===== config.mk =====
export PLATFORM = sky130hd
export DESIGN_NAME = dbs_boot_seq
export DESIGN_NICKNAME = d
export VERILOG_FILES = /design/src/verilog/dbs_pkg.sv /design/src/verilog/dbs_wr_if.sv /design/src/verilog/dbs_boot_seq.sv /design/src/verilog/dbs_init_timer.sv /design/src/verilog/dbs_cp_writer.sv
export VERILOG_INCLUDE_DIRS = /design/src /design/src/verilog
export SDC_FILE = /design/constraint.sdc
export NUM_CORES = 1
export LEC_CHECK = 0
export BUFFER_PORTS_ARGS = -buffer_cell sky130_fd_sc_hd__buf_2
export CAP_MARGIN = 10
export CELL_PAD_IN_SITES_DETAIL_PLACEMENT = 0
export CELL_PAD_IN_SITES_GLOBAL_PLACEMENT = 1
export CORE_UTILIZATION = 42
export CTS_CLUSTER_SIZE = 30
export DETAILED_ROUTE_END_ITERATION = 7
export PLACE_DENSITY = 0.84
export SYNTH_ARGS = -nofsm -noshare
export SYNTH_HDL_FRONTEND = slang
export SYNTH_SLANG_ARGS = --single-unit

===== constraint.sdc =====
create_clock -name i_clk -period 4.35 [get_ports i_clk]
set_input_delay 0.87 -clock i_clk [delete_from_list [all_inputs] [get_ports i_clk]]
set_output_delay 0.87 -clock i_clk [all_outputs]
set_load 0.005 [all_outputs]

===== src/verilog/dbs_cfg.svh =====
/*
 Addresses, values and timing counts of the start-up sequencer.
 Assumes a 16-bit register address space on the device control port.
*/
`ifndef DBS_CFG_SVH
`define DBS_CFG_SVH

// Core rate select register and its start-pulse hold value
`define DBS_RATE_ADDR 16'he220
`define DBS_RATE_HOLD 16'h001c
// Remaining control registers
`define DBS_CTRL_LO 16'he221
`define DBS_CTRL_HI 16'he24c
// Module clock gate and core run registers
`define DBS_CLK_EN_ADDR 16'he22a
`define DBS_CORE_RUN_ADDR 16'he228
`define DBS_CORE_RUN_BIT 0
// Mode register windows open during loading
`define DBS_REG_BASE 16'he000
`define DBS_SI_LO 16'he000
`define DBS_SI_HI 16'he008
`define DBS_SO_LO 16'he040
`define DBS_SO_HI 16'he049
`define DBS_RT_LO 16'he080
`define DBS_RT_HI 16'he09b
// Clock rates and initialization length
`define DBS_CLK_HZ 25000000
`define DBS_CLK_MHZ 25
`define DBS_XTAL_HZ 12288000
`define DBS_INIT_XTAL_PERIODS 32768
// Device reset pulse width
`define DBS_RST_LOW_NS 2000
`define DBS_RST_CYC ((`DBS_RST_LOW_NS * `DBS_CLK_MHZ + 999) / 1000)

`endif


===== src/verilog/dbs_pkg.sv =====
/*
 Types shared by the start-up sequencer modules.
 Assumes dbs_cfg.svh for the numeric constants.
*/
`default_nettype none
package dbs_pkg;
	typedef logic [15:0] dbs_addr_t;
	typedef enum logic [3:0] {
		S_IDLE, S_RST, S_WAIT, S_CLKEN, S_HOLD, S_STOP,
		S_LOAD, S_CTRL, S_RATE, S_RUN, S_DONE
	} dbs_state_t;
endpackage
`default_nettype wire


===== src/verilog/dbs_wr_if.sv =====
/*
 Write request carrier between the sequencer and the control port writer.
 Assumes req is a one-cycle pulse and done a one-cycle pulse per write.
*/
`timescale 1ns/1ps
`default_nettype none
interface dbs_wr_if #(parameter int DW = 32) ();
	logic              req;
	dbs_pkg::dbs_addr_t addr;
	logic [DW-1:0]     data;
	logic              done;
	modport seq (output req, addr, data, input done);
	modport eng (input req, addr, data, output done);
endinterface
`default_nettype wire


===== src/verilog/dbs_boot_seq.sv =====
/*
 Host-side start-up sequencer for an audio DSP on a control port.
 Assumes the user streams configuration entries and the port writer
 answers each write with a done pulse.
*/
// How it works
// RULE_01 - Core stays halted while program and parameter memory are bulk loaded.
// RULE_02 - Running-core parameter tweaks may use the glitch-free safe-load path.
// RULE_03 - Device lets converters, audio interfaces, aux converters, core power down.
// RULE_04 - Nothing is written before the device reset is released.
// RULE_05 - Wait the initialization time after reset release before any write.
// RULE_06 - Then enable the clock gates of all modules in use.
// RULE_07 - Write 0x001C to the core rate select register to stop start pulses.
// RULE_08 - Then clear the core run bit so the core stays stopped.
// RULE_09 - Program serial input mode registers 0xE000 to 0xE008.
// RULE_10 - Program serial output mode registers 0xE040 to 0xE049.
// RULE_11 - Program routing matrix registers 0xE080 to 0xE09B.
// RULE_12 - Load parameter memory at 0x0000 to 0x0FFF.
// RULE_13 - Load program memory at 0x2000 to 0x2FFF.
// RULE_14 - Load data memory at addresses supplied with the image.
// RULE_15 - Then write remaining control registers 0xE221 to 0xE24C.
// RULE_16 - Write the operating rate value, which restarts the core start pulse.
// RULE_17 - Finally set the core run bit.
// RULE_18 - Run clear and all loads may go in any order; others are fixed.
// RULE_19 - Reference clock output gives 256x, 512x rate or buffered oscillator.
// RULE_20 - Output select 00 off, 01 oscillator, 10 256x, 11 512x.
// RULE_21 - Initialization lasts 2^15 crystal periods times the divider.
// RULE_22 - Completion shows only after the core run write is acknowledged.
// RULE_23 - Wait count comes from configurable crystal rate and divider.
`timescale 1ns/1ps
`default_nettype none
`include "dbs_cfg.svh"
module dbs_boot_seq #(
	parameter int          DW           = 32,
	parameter int unsigned XTAL_HZ      = `DBS_XTAL_HZ,
	parameter int unsigned INIT_PERIODS = `DBS_INIT_XTAL_PERIODS
) (
	// Clock and reset
	input  wire logic             i_clk,
	input  wire logic             i_reset,
	// Sequence control
	input  wire logic             i_start,
	input  wire logic [2:0]       i_div_sel,
	input  wire logic [1:0]       i_clk_out_sel,
	input  wire logic [4:0]       i_clk_en,
	input  wire logic [15:0]      i_core_rate,
	output logic                  o_busy,
	output logic                  o_done,
	output logic                  o_err,
	// Configuration entries
	input  wire logic             i_ent_valid,
	output logic                  o_ent_ready,
	input  wire dbs_pkg::dbs_addr_t i_ent_addr,
	input  wire logic [DW-1:0]    i_ent_data,
	input  wire logic             i_ent_last,
	// Device pins
	output logic                  o_dev_reset_n,
	output logic [2:0]            o_divider_select,
	output logic                  o_clock_output_select_low,
	output logic                  o_clock_output_select_high,
	// Control port
	output logic                  o_cp_req,
	output dbs_pkg::dbs_addr_t    o_cp_addr,
	output logic [DW-1:0]         o_cp_data,
	input  wire logic             i_cp_ack
);
	import dbs_pkg::*;
	localparam logic [7:0] RST_CYC = 8'(`DBS_RST_CYC);

	dbs_wr_if #(.DW(DW)) wif ();

	dbs_state_t    st_q, st_d;
	dbs_addr_t     wa_q, wa_d;
	logic [DW-1:0] wd_q, wd_d;
	logic [7:0]    rcnt_q, rcnt_d;
	logic [2:0]    divs_q, divs_d;
	logic [1:0]    cks_q, cks_d;
	logic          iss_q, iss_d, busy_q, busy_d, last_q, last_d;
	logic          rst_q, rst_d, done_q, done_d, err_q, err_d;
	logic          tstart, t_done, take, legal, adv, in_mode, in_ctrl;

	////////////////////////////////////////////////////////////////
	// Initialization wait and port writer
	dbs_init_timer #(
		.XTAL_HZ     (XTAL_HZ),
		.INIT_PERIODS(INIT_PERIODS)
	) u_timer (
		.i_clk    (i_clk),
		.i_reset  (i_reset),
		.i_start  (tstart),
		.i_div_sel(divs_q),
		.o_done   (t_done)
	);

	dbs_cp_writer #(.DW(DW)) u_writer (
		.i_clk    (i_clk),
		.i_reset  (i_reset),
		.wr       (wif.eng),
		.o_cp_req (o_cp_req),
		.o_cp_addr(o_cp_addr),
		.o_cp_data(o_cp_data),
		.i_cp_ack (i_cp_ack)
	);

	////////////////////////////////////////////////////////////////
	// Entry classification
	always_comb begin
		// RULE_09 RULE_10 RULE_11 mode windows
		in_mode = (i_ent_addr >= `DBS_SI_LO && i_ent_addr <= `DBS_SI_HI) ||
			(i_ent_addr >= `DBS_SO_LO && i_ent_addr <= `DBS_SO_HI) ||
			(i_ent_addr >= `DBS_RT_LO && i_ent_addr <= `DBS_RT_HI);
		// RULE_15 control register window
		in_ctrl = i_ent_addr >= `DBS_CTRL_LO && i_ent_addr <= `DBS_CTRL_HI;
		o_ent_ready = (st_q == S_LOAD || st_q == S_CTRL) && !iss_q && !busy_q;
		take = o_ent_ready && i_ent_valid;
		// RULE_12 RULE_13 RULE_14 memory below register space
		legal = (st_q == S_LOAD) ? (i_ent_addr < `DBS_REG_BASE || in_mode) : in_ctrl;
		adv = (wif.done && last_q) || (take && !legal && i_ent_last);
	end

	////////////////////////////////////////////////////////////////
	// Sequence next state
	always_comb begin
		st_d = st_q;
		wa_d = wa_q;
		wd_d = wd_q;
		rcnt_d = rcnt_q;
		divs_d = divs_q;
		cks_d = cks_q;
		iss_d = 1'b0;
		busy_d = busy_q;
		last_d = last_q;
		rst_d = rst_q;
		done_d = done_q;
		err_d = err_q;
		tstart = 1'b0;
		if (iss_q)
			busy_d = 1'b1;
		if (wif.done)
			busy_d = 1'b0;
		case (st_q)
			S_IDLE, S_DONE: begin
				// RULE_21 divider pins set under reset
				if (i_start) begin
					st_d = S_RST;
					rcnt_d = 8'h0;
					divs_d = i_div_sel;
					cks_d = i_clk_out_sel;
					rst_d = 1'b1;
					done_d = 1'b0;
					err_d = 1'b0;
				end
			end
			S_RST: begin
				// RULE_04 release reset first
				if (rcnt_q == RST_CYC - 8'h1) begin
					st_d = S_WAIT;
					rst_d = 1'b0;
					tstart = 1'b1;
				end else begin
					rcnt_d = rcnt_q + 8'h1;
				end
			end
			S_WAIT: begin
				// RULE_05 wait then gate clocks
				if (t_done) begin
					st_d = S_CLKEN;
					// RULE_06 module clock gates
					wa_d = `DBS_CLK_EN_ADDR;
					wd_d = DW'(i_clk_en);
					iss_d = 1'b1;
				end
			end
			S_CLKEN: begin
				// RULE_07 suppress start pulse
				if (wif.done) begin
					st_d = S_HOLD;
					wa_d = `DBS_RATE_ADDR;
					wd_d = DW'(`DBS_RATE_HOLD);
					iss_d = 1'b1;
				end
			end
			S_HOLD: begin
				// RULE_08 clear core run
				if (wif.done) begin
					st_d = S_STOP;
					wa_d = `DBS_CORE_RUN_ADDR;
					wd_d = '0;
					iss_d = 1'b1;
				end
			end
			S_STOP: begin
				// RULE_01 loads only while halted
				if (wif.done)
					st_d = S_LOAD;
			end
			S_LOAD, S_CTRL: begin
				// RULE_02 direct writes, no safe-load
				// RULE_18 loads taken in stream order
				if (take && legal) begin
					wa_d = i_ent_addr;
					wd_d = i_ent_data;
					iss_d = 1'b1;
					last_d = i_ent_last;
				end else if (take) begin
					err_d = 1'b1;
				end
				if (adv) begin
					last_d = 1'b0;
					if (st_q == S_LOAD) begin
						st_d = S_CTRL;
					end else begin
						// RULE_16 operating rate value
						st_d = S_RATE;
						wa_d = `DBS_RATE_ADDR;
						wd_d = DW'(i_core_rate);
						iss_d = 1'b1;
					end
				end
			end
			S_RATE: begin
				// RULE_17 set core run last
				if (wif.done) begin
					st_d = S_RUN;
					wa_d = `DBS_CORE_RUN_ADDR;
					wd_d = '0;
					wd_d[`DBS_CORE_RUN_BIT] = 1'b1;
					iss_d = 1'b1;
				end
			end
			S_RUN: begin
				// RULE_22 done after run ack
				if (wif.done) begin
					st_d = S_DONE;
					done_d = 1'b1;
				end
			end
			default: st_d = S_IDLE;
		endcase
	end

	always_ff @(posedge i_clk) begin
		if (i_reset) begin
			st_q <= S_IDLE;
			wa_q <= 16'h0;
			wd_q <= '0;
			rcnt_q <= 8'h0;
			divs_q <= 3'h0;
			cks_q <= 2'h0;
			iss_q <= 1'b0;
			busy_q <= 1'b0;
			last_q <= 1'b0;
			rst_q <= 1'b0;
			done_q <= 1'b0;
			err_q <= 1'b0;
		end else begin
			st_q <= st_d;
			wa_q <= wa_d;
			wd_q <= wd_d;
			rcnt_q <= rcnt_d;
			divs_q <= divs_d;
			cks_q <= cks_d;
			iss_q <= iss_d;
			busy_q <= busy_d;
			last_q <= last_d;
			rst_q <= rst_d;
			done_q <= done_d;
			err_q <= err_d;
		end
	end

	////////////////////////////////////////////////////////////////
	// Outputs and writer requests
	assign wif.req = iss_q;
	assign wif.addr = wa_q;
	assign wif.data = wd_q;
	assign o_dev_reset_n = !rst_q;
	assign o_divider_select = divs_q;
	// RULE_20 output select pins
	assign o_clock_output_select_low = cks_q[0];
	assign o_clock_output_select_high = cks_q[1];
	assign o_busy = st_q != S_IDLE && st_q != S_DONE;
	assign o_done = done_q;
	assign o_err = err_q;

	////////////////////////////////////////////////////////////////
	// Checks
	chk_no_write_reset : assert property (@(posedge i_clk) disable iff (i_reset) // RULE_04
		!o_dev_reset_n |-> !wif.req && !o_cp_req) else $error("write during device reset");
	chk_wait_no_write : assert property (@(posedge i_clk) disable iff (i_reset) // RULE_05
		st_q == S_WAIT |-> !o_cp_req && !wif.req) else $error("write before init wait");
	chk_clk_gate_first : assert property (@(posedge i_clk) disable iff (i_reset) // RULE_06
		$rose(st_q == S_CLKEN) |-> $past(t_done) && wa_q == `DBS_CLK_EN_ADDR) else $error("clock gate write");
	chk_hold_value : assert property (@(posedge i_clk) disable iff (i_reset) // RULE_07
		st_q == S_HOLD && wif.req |-> wa_q == `DBS_RATE_ADDR && wd_q == DW'(`DBS_RATE_HOLD))
		else $error("hold write wrong");
	chk_stop_clear : assert property (@(posedge i_clk) disable iff (i_reset) // RULE_08
		st_q == S_STOP && wif.req |-> wa_q == `DBS_CORE_RUN_ADDR && !wd_q[`DBS_CORE_RUN_BIT])
		else $error("run clear wrong");
	chk_load_range : assert property (@(posedge i_clk) disable iff (i_reset) // RULE_09 RULE_10 RULE_11
		st_q == S_LOAD && wif.req |-> wa_q < `DBS_REG_BASE || (wa_q >= `DBS_SI_LO && wa_q <= `DBS_SI_HI) ||
			(wa_q >= `DBS_SO_LO && wa_q <= `DBS_SO_HI) || (wa_q >= `DBS_RT_LO && wa_q <= `DBS_RT_HI))
		else $error("load address");
	chk_ctrl_range : assert property (@(posedge i_clk) disable iff (i_reset) // RULE_15
		st_q == S_CTRL && wif.req |-> wa_q >= `DBS_CTRL_LO && wa_q <= `DBS_CTRL_HI) else $error("ctrl address");
	chk_rate_restart : assert property (@(posedge i_clk) disable iff (i_reset) // RULE_16
		st_q == S_RATE && wif.req |-> wa_q == `DBS_RATE_ADDR && wd_q == DW'(i_core_rate))
		else $error("rate write wrong");
	chk_run_set : assert property (@(posedge i_clk) disable iff (i_reset) // RULE_17
		st_q == S_RUN && wif.req |-> wa_q == `DBS_CORE_RUN_ADDR && wd_q[`DBS_CORE_RUN_BIT]) else $error("run set");
	chk_done_after_ack : assert property (@(posedge i_clk) disable iff (i_reset) // RULE_22
		$rose(o_done) |-> $past(st_q) == S_RUN && $past(wif.done)) else $error("done before run ack");
endmodule
`default_nettype wire


===== src/verilog/dbs_init_timer.sv =====
/*
 Counts the device initialization period in crystal periods.
 Assumes XTAL_HZ is not above CLK_HZ; a phase accumulator makes crystal ticks.
*/
`timescale 1ns/1ps
`default_nettype none
`include "dbs_cfg.svh"
module dbs_init_timer #(
	parameter int unsigned CLK_HZ       = `DBS_CLK_HZ,
	parameter int unsigned XTAL_HZ      = `DBS_XTAL_HZ,
	parameter int unsigned INIT_PERIODS = `DBS_INIT_XTAL_PERIODS
) (
	// Clock and reset
	input  wire logic       i_clk,
	input  wire logic       i_reset,
	// Control
	input  wire logic       i_start,
	input  wire logic [2:0] i_div_sel,
	output logic            o_done
);
	import dbs_pkg::*;
	localparam int CW = $clog2(8 * INIT_PERIODS) + 1;

	logic [31:0]   acc_q, acc_d;
	logic [32:0]   sum;
	logic [CW-1:0] cnt_q, cnt_d, target;
	logic [3:0]    dfac;
	logic          run_q, run_d, done_q, done_d, tick;

	////////////////////////////////////////////////////////////////
	// Divider factor from the select pins, unused codes take the longest
	always_comb begin
		case (i_div_sel)
			3'h0: dfac = 4'h1;
			3'h1: dfac = 4'h2;
			3'h2: dfac = 4'h4;
			3'h3: dfac = 4'h6;
			default: dfac = 4'h8;
		endcase
	end

	// Crystal tick enable and period count
	// RULE_23 wait from crystal rate
	always_comb begin
		target = CW'(dfac) * CW'(INIT_PERIODS);
		sum = {1'b0, acc_q} + 33'(XTAL_HZ);
		tick = sum >= 33'(CLK_HZ);
		acc_d = tick ? 32'(sum - 33'(CLK_HZ)) : sum[31:0];
		cnt_d = cnt_q;
		run_d = run_q;
		done_d = done_q;
		if (i_start) begin
			acc_d = 32'h0;
			cnt_d = '0;
			run_d = 1'b1;
			done_d = 1'b0;
		end else if (run_q) begin
			if (cnt_q == target) begin
				run_d = 1'b0;
				done_d = 1'b1;
			end else if (tick) begin
				cnt_d = cnt_q + CW'(1);
			end
		end
	end

	always_ff @(posedge i_clk) begin
		if (i_reset) begin
			acc_q <= 32'h0;
			cnt_q <= '0;
			run_q <= 1'b0;
			done_q <= 1'b0;
		end else begin
			acc_q <= acc_d;
			cnt_q <= cnt_d;
			run_q <= run_d;
			done_q <= done_d;
		end
	end

	assign o_done = done_q;

	// Init wait ends only on the full count
	chk_timer_full_count : assert property (@(posedge i_clk) disable iff (i_reset) // RULE_21 RULE_23
		$rose(done_q) |-> $past(cnt_q) == $past(target)) else $error("init wait ended early");
endmodule
`default_nettype wire


===== src/verilog/dbs_cp_writer.sv =====
/*
 Drives one write at a time onto the device control port.
 Assumes the serial link below answers each request with a one-cycle ack.
*/
`timescale 1ns/1ps
`default_nettype none
module dbs_cp_writer #(
	parameter int DW = 32
) (
	// Clock and reset
	input  wire logic           i_clk,
	input  wire logic           i_reset,
	// Sequencer side
	dbs_wr_if.eng               wr,
	// Control port side
	output logic                o_cp_req,
	output dbs_pkg::dbs_addr_t  o_cp_addr,
	output logic [DW-1:0]       o_cp_data,
	input  wire logic           i_cp_ack
);
	import dbs_pkg::*;

	logic          req_q, req_d, done_q, done_d;
	dbs_addr_t     addr_q, addr_d;
	logic [DW-1:0] data_q, data_d;

	////////////////////////////////////////////////////////////////
	// Latch a request, hold it until the port acknowledges
	always_comb begin
		req_d = req_q;
		addr_d = addr_q;
		data_d = data_q;
		done_d = 1'b0;
		if (req_q && i_cp_ack) begin
			req_d = 1'b0;
			done_d = 1'b1;
		end else if (!req_q && wr.req) begin
			req_d = 1'b1;
			addr_d = wr.addr;
			data_d = wr.data;
		end
	end

	always_ff @(posedge i_clk) begin
		if (i_reset) begin
			req_q <= 1'b0;
			addr_q <= 16'h0;
			data_q <= '0;
			done_q <= 1'b0;
		end else begin
			req_q <= req_d;
			addr_q <= addr_d;
			data_q <= data_d;
			done_q <= done_d;
		end
	end

	assign o_cp_req = req_q;
	assign o_cp_addr = addr_q;
	assign o_cp_data = data_q;
	assign wr.done = done_q;

	chk_req_held_ack : assert property (@(posedge i_clk) disable iff (i_reset)
		o_cp_req && !i_cp_ack |=> o_cp_req && $stable(o_cp_addr)) else $error("request dropped early");
endmodule
`default_nettype wire


Word-level counts from Yosys, hierarchy flattened:

Cells that the tools add are included.
Widths: inputs -> output; s select.

* bits in registers: 174
* latch bits: 0
* RAM bits: 0
* bits in read-only memories: 0
* input bits: 80
* memories kept: 0

* $add $sub $neg: 4
* multipliers: 0
* divide/modulo/power cells: 0
* $lt $le $gt $ge: 10
* equality and inequality tests: 29
* shift operators: 0
* mux-type cells: 55
* bitwise logic cells: 2
* reductions and logical operators: 52

Operator list (number)
* $mux 32: 8
* $pmux 32 s5: 1
* $mux 16: 6
* $ge 16x16->1 const B: 4
* $le 16x16->1 const B: 4
* $pmux 16 s4: 1
* $mux 4: 10
* $pmux 4 s9: 1
* $add 32x24->33 const B: 1
* $ge 33x25->1 const B: 1
* $sub 32x25->32 const B: 1
* $mux 1: 20
* $add 19x1->19 const B: 1
* $eq 19x19->1: 1
* $eq 4x3->1 const B: 4
* $lt 16x16->1 const B: 1
* $mux 8: 2
* $pmux 4 s4: 1
* $pmux 8 s2: 1
* $logic_and 1x1->1: 14
* $ne 2x1->1 const B: 7
* $eq 4x4->1 const B: 3
* $ne 2x2->1 const B: 6
* $reduce_and 3->1: 4
* 23 further kinds: 49

Depth between registers and ports, before layout:

* depth in word-level cells: 12
* mapped depth: 14
* depth with buffers taken out: 10

Cells and area by module:

Synthesis repeated with hierarchy kept, for this count alone.

* cells, all modules: 1022
* area total of the unflattened synthesis: 8986.1 µm²

By module, submodules not included
* dbs_boot_seq: instances 1, cells each 414, area an instance 3590.9 µm², seq. area each 1421.4 µm²
* dbs_init_timer: instances 1, cells each 385, area an instance 3159.3 µm², seq. area each 940.9 µm²
* dbs_cp_writer: instances 1, cells each 223, area an instance 2235.9 µm², seq. area each 1001.0 µm²

Worst setup path before layout:

No wires, ideal clock.

* kind: input port to flip-flop
* start point: input i_ent_addr[6]
* end point: register wd_q[22]
* library setup time: 0.060 ns
* arrival: 3.114 ns
* required time: 4.290 ns
* path slack: 1.176 ns
* stages on the path: 9
* path buffers: 1
* cell sequence: or4_1 -> o31ai_1 -> or3_1 -> a21boi_1 -> nor3b_2 -> o31a_1 -> nor2_2 -> clkbuf_1 -> a22o_1

* longest elaborated chain between the ends: 12

RTL lines
* start: declaration: RTL line dbs_boot_seq.sv:53 `input wire dbs_pkg::dbs_addr_t i_ent_addr,`
* $ge 16x16->1 (no line) or $le 16x16->1 (tied branches)
* $logic_and 1x1->1 (no line)
* $logic_or 1x1->1 (2 in a row): RTL line dbs_boot_seq.sv:109 `` in_mode = (i_ent_addr >= `DBS_SI_LO && i_ent_addr <= `DBS_SI_HI) || ``
* $logic_or 1x1->1: RTL line dbs_boot_seq.sv:117 `` legal = (st_q == S_LOAD) ? (i_ent_addr < `DBS_REG_BASE || in_mode) : in_ctrl; ``
* $mux 1 (*): RTL line dbs_boot_seq.sv:117
* $logic_not 1->1: RTL line dbs_boot_seq.sv:118 `adv = (wif.done && last_q) || (take && !legal && i_ent_last);`
* $logic_and 1x1->1 (2 in a row): RTL line dbs_boot_seq.sv:118
* $logic_or 1x1->1: RTL line dbs_boot_seq.sv:118
* $mux 32 (*): RTL line dbs_boot_seq.sv:208 `if (adv) begin`
* $pmux 32 s5 (*): RTL line dbs_boot_seq.sv:141 `case (st_q)`
* end signal: assignment: RTL line dbs_boot_seq.sv:259 `wd_q <= wd_d;`
* end: declaration: RTL line dbs_boot_seq.sv:74 `logic [DW-1:0] wd_q, wd_d;`

Mark *: on every way between the ends. The rest lies on a longest branch, timed or not.
A chain may end at the register's enable or synchronous reset.

Final worst setup path:

* start point: register u_timer.acc_q[15]
* end point: register u_timer.cnt_q[7]

* longest elaborated chain between the ends: 3

RTL lines
* start: declaration: RTL line dbs_init_timer.sv:24 `logic [31:0] acc_q, acc_d;`
* start signal: assignment: RTL line dbs_init_timer.sv:69 `acc_q <= 32'h0;`
* start signal: assignment: RTL line dbs_init_timer.sv:74 `acc_q <= acc_d;`
* $add 32x24->33: RTL line dbs_init_timer.sv:46 `sum = {1'b0, acc_q} + 33'(XTAL_HZ);`
* $ge 33x25->1: RTL line dbs_init_timer.sv:47 `tick = sum >= 33'(CLK_HZ);`
* $reduce_and 3->1 (no line)
* end signal: assignment: RTL line dbs_init_timer.sv:75 `cnt_q <= cnt_d;`
* end: declaration: RTL line dbs_init_timer.sv:26 `logic [CW-1:0] cnt_q, cnt_d, target;`

Every way passes these cells.

==> results.py <==
metrics = {
    "outcome": {
        "run_status": "finished, final reports clean",
    },
    "synth": {
        "synth_edf_count": 0,
        "synth_warnings": 0,
        "yosys.area.top_type_share_pct": 42.0,
        "yosysTopAreaCell": "sky130_fd_sc_hd__dfxtp_1",
        "synth_seq_cells": 168,
        "asyncSetResetFlopFracSynth_pct": 0,
        "synthesis.area_per_instance_um2": 8.22,
        "synth_fp_nets": 1061,
        "synth.cells.most_frequent": "168 x sky130_fd_sc_hd__dfxtp_1, 134 x sky130_fd_sc_hd__nand2_1, 112 x sky130_fd_sc_hd__a21oi_1",
        "synth.top_cells.by_area": "sky130_fd_sc_hd__dfxtp_1 42%, sky130_fd_sc_hd__a21oi_1 7.0%, sky130_fd_sc_hd__nand2_1 6.3%",
        "yosys_most_used_dff": "sky130_fd_sc_hd__dfxtp_1",
        "syn_inst": 973,
        "synth.cell_area_mm2": 0.00800,
        "synth-seq-area-share_pct": 42.0,
        "synth_most_common_cell": "sky130_fd_sc_hd__dfxtp_1",
        "post_synth_num_cell_types": 75,
    },
    "pwr": {
        "power_density_mw_per_mm2": 556,
        "ir_worst_vdd_uv": 314,
        "leakagePower_nw": 3.57,
    },
    "cells_and_area": {
        "post-route-cell-area_mm2": 0.00945,
        "synth_to_final_area_change_pct": 18.1,
        "finish.net_count": 1170,
        "proportion_of_layout_cells_with_a_drive_suffix_above_1_pct": 19.5,
        "post-route-util_pct": 50.5,
    },
    "setup_path": {
        "cp_data_arrival_time_ps": 3830,
        "worst_path_required_ps": 4710,
        "critPathCaptureType": "flip-flop",
        "worst-setup-path-type": "reg2reg",
        "critPathLaunchType": "flip-flop",
        "timing.critical_path.fanout_max": 62,
    },
    "global_routing": {
        "grtUsageTotal_pct": 21.9,
        "grt_antenna_before_repair": 2,
        "gr-total-overflow": 0,
        "via_count_of_the_first_global_routing_pass": 6967,
        "grt_pass1_wl_mm": 34.7,
        "largest_net_degree_at_the_start_of_global_routing": 63,
    },
    "place": {
        "dp_hpwl_mm": 14.3,
        "placement.cell_area_mm2": 0.00882,
        "globalplace.congestion": 0.846,
        "detailedPlace.worstSlack_ps": 806,
        "numPortBuffers": 138,
    },
    "timing": {
        "hold_viol_final": 0,
        "grt_setup_unrepaired": "false",
        "report.final.slew_viol_count": 0,
        "finClkSkew_ps": 16.4,
        "worstMarginPinSlew_ps": 1060,
        "postLayoutSetupSlackWorst_ps": 878,
        "slew-limit-headroom_pct": 29.3,
        "final.setup.tns_ps": 0,
        "timing.final.setup_violations": 0,
        "period_share_pct": 79.8,
        "peak_clock_frequency_supported_by_timing_ghz": 0.288,
        "period_minus_slack_ps": 3470,
    },
    "floorplan": {
        "std_cell_rows": 50,
        "core_region_area_mm2": 0.0187,
        "floorplan.die.height_um": 140,
        "floorplan.initialDensity_pct": 42.8,
        "top_level_ports": 139,
        "dieArea_mm2": 0.0196,
        "fp.dieW_um": 140,
    },
    "routing": {
        "number_of_optimization_iterations_in_the_first_detailed_route_pass": 7,
        "top_layer_used": "met5",
        "post_drt_wl_per_cell_um": 15.6,
        "met2RoutedLength_mm": 9.53,
        "detail_route.vias_per_cell": 5.53,
        "drc_errors": 0,
        "ant_nets": 0,
        "routedLengthMet1_mm": 9.65,
        "drt_first_iter_violations": 422,
        "via_count_of_the_routed_design": 7360,
        "met3WireLength_mm": 1.23,
        "finalWirelength_mm": 20.7,
    },
    "clocking": {
        "cts_root_buf": "sky130_fd_sc_hd__clkbuf_16",
        "cts_max_level": 4,
        "clock_latency_ps": 450,
        "postCtsResizedCells": 0,
        "cts-hold-fix-buffers": 0,
        "clk_path_buf_depth": 2,
        "cts_tree": "done",
        "cts.sink_count": 168,
        "cts.reportedPaths.clkPinSlew_ps": 80,
        "cts_setup_buffers": 0,
        "cts_inserted_buffers": 17,
    },
    "hold_path": {
        "timing.hold.worst.class": "reg2reg",
    },
    "job": {
        "max_capacitance_violation_count": 0,
    },
}
==> logic make-up after synthesis <==
logic type      after synthesis  synth area share [%]
flops                       168                  42.0
mux                          14                  1.85
simple gates                385                  24.1
compound gates              281                  23.0
xor+xnor                     27                  2.96
fa+ha+maj                     8                  1.25
buf+inv                      90                  4.82
==> final cells by class <==
type | count | area (um2)
fill | 1815 | 9250
multi-input combinational | 715 | 4260
sequential | 168 | 3360
timing repair buffer | 153 | 803
clock buffer | 17 | 425
tap | 234 | 293
clock inverter | 15 | 199
inverter | 27 | 101
antenna | 1 | 2.50
==> per-layer routing <==
metal / track usage (%) / vias to the layer above
met5: 0 / -
met3: 6.53 / 23
li1: - / 3732
met4: 6.77 / 2
met2: 36.0 / 157
met1: 27.5 / 3446
==> metrics by stage <==
| step | total power [mW] | hold slack, ps | instances |
|---|---|---|---|
| 4_1_cts | 5.28 | 454 | 1329 |
| 3_5_place_dp | 3.68 | 444 | 1297 |
| 6_report | 5.25 | 451 | 1330 |
| 2_1_floorplan | 3.33 | 432 | 973 |
| 5_1_grt | 5.61 | 458 | 1329 |
| 3_3_place_gp | 3.66 | 440 | 1297 |
==> cell usage in the layout (no fill, tap or decap), types with 5 or more instances in the layout <==
| cell type | Yosys | routed |
|---|---|---|
| sky130_fd_sc_hd__a21o_1 | 5 | 5 |
| sky130_fd_sc_hd__a21oi_1 | 112 | 112 |
| sky130_fd_sc_hd__a22o_1 | 25 | 25 |
| sky130_fd_sc_hd__a22oi_1 | 12 | 12 |
| sky130_fd_sc_hd__a31oi_1 | 6 | 6 |
| sky130_fd_sc_hd__and2_1 | 6 | 6 |
| sky130_fd_sc_hd__and3_1 | 8 | 8 |
| sky130_fd_sc_hd__buf_2 | 11 | 138 |
| sky130_fd_sc_hd__buf_4 | 1 | 15 |
| sky130_fd_sc_hd__clkbuf_16 | 0 | 17 |
| sky130_fd_sc_hd__clkinv_8 | 0 | 5 |
| sky130_fd_sc_hd__dfxtp_1 | 168 | 168 |
| sky130_fd_sc_hd__ha_1 | 8 | 8 |
| sky130_fd_sc_hd__inv_1 | 26 | 26 |
| sky130_fd_sc_hd__mux2_2 | 6 | 6 |
| sky130_fd_sc_hd__mux2i_1 | 8 | 8 |
| sky130_fd_sc_hd__nand2_1 | 134 | 134 |
| sky130_fd_sc_hd__nand2b_1 | 11 | 10 |
| sky130_fd_sc_hd__nand3_1 | 20 | 20 |
| sky130_fd_sc_hd__nand4_1 | 15 | 15 |
| sky130_fd_sc_hd__nor2_1 | 75 | 74 |
| sky130_fd_sc_hd__nor2b_1 | 8 | 7 |
| sky130_fd_sc_hd__nor3_1 | 25 | 25 |
| sky130_fd_sc_hd__nor3b_1 | 7 | 7 |
| sky130_fd_sc_hd__nor4_1 | 8 | 8 |
| sky130_fd_sc_hd__o21a_1 | 7 | 7 |
| sky130_fd_sc_hd__o21ai_0 | 35 | 35 |
| sky130_fd_sc_hd__o2bb2ai_1 | 12 | 12 |
| sky130_fd_sc_hd__o31a_1 | 5 | 5 |
| sky130_fd_sc_hd__o31ai_1 | 23 | 23 |
| sky130_fd_sc_hd__or3_1 | 21 | 21 |
| sky130_fd_sc_hd__or4_1 | 22 | 22 |
| sky130_fd_sc_hd__xnor2_1 | 16 | 16 |
| sky130_fd_sc_hd__xor2_1 | 11 | 11 |
==> final timing paths <==
| path | cells after the start | from | slack, ps | end |
|---|---|---|---|---|
| setup reg to reg | 11 | u_timer.acc_q[15] | 880 | u_timer.cnt_q[7] |
| hold reg to reg | 2 | wd_q[14] | 450 | u_writer.o_cp_data[14] |
| setup / recovery | 11 | u_timer.acc_q[15] | 880 | u_timer.cnt_q[7] |
| hold / removal | 2 | wd_q[14] | 450 | u_writer.o_cp_data[14] |
==> report_power, final <==
group	switching, mW	internal (mW)	total [mW]	leakage [nW]
logic	1.05	0.688	1.74	1.91
clock network	0.757	0.833	1.59	0.300
registers	0.221	1.71	1.93	1.36
total	2.03	3.23	5.25	3.57
==> state kept, by name (all words and copies together), names as in the netlist <==
register	flops
u_writer.o_cp_req	1
u_timer.cnt_q	19
u_timer.o_done	1
o_divider_select	3
cks_q	2
u_writer.wr.done	1
u_timer.acc_q	26
rst_q	1
u_timer.run_q	1
rcnt_q	8
last_q	1
iss_q	1
o_done	1
u_writer.o_cp_addr	16
u_writer.o_cp_data	32
st_q	4
wa_q	16
busy_q	1
o_err	1
wd_q	32
==> worst max-delay path, stage by stage, from the launching register on <==
cell,delay (ps)
sky130_fd_sc_hd__dfxtp_1,390
sky130_fd_sc_hd__inv_1,120
sky130_fd_sc_hd__ha_1,330
sky130_fd_sc_hd__nand2b_4,120
sky130_fd_sc_hd__a2111oi_2,400
sky130_fd_sc_hd__o21ai_0,150
sky130_fd_sc_hd__a221o_1,360
sky130_fd_sc_hd__o31a_1,300
sky130_fd_sc_hd__and3_1,220
sky130_fd_sc_hd__buf_4,290
sky130_fd_sc_hd__or4_1,530
sky130_fd_sc_hd__a21oi_1,150
Power figures use the tool's default switching activity.
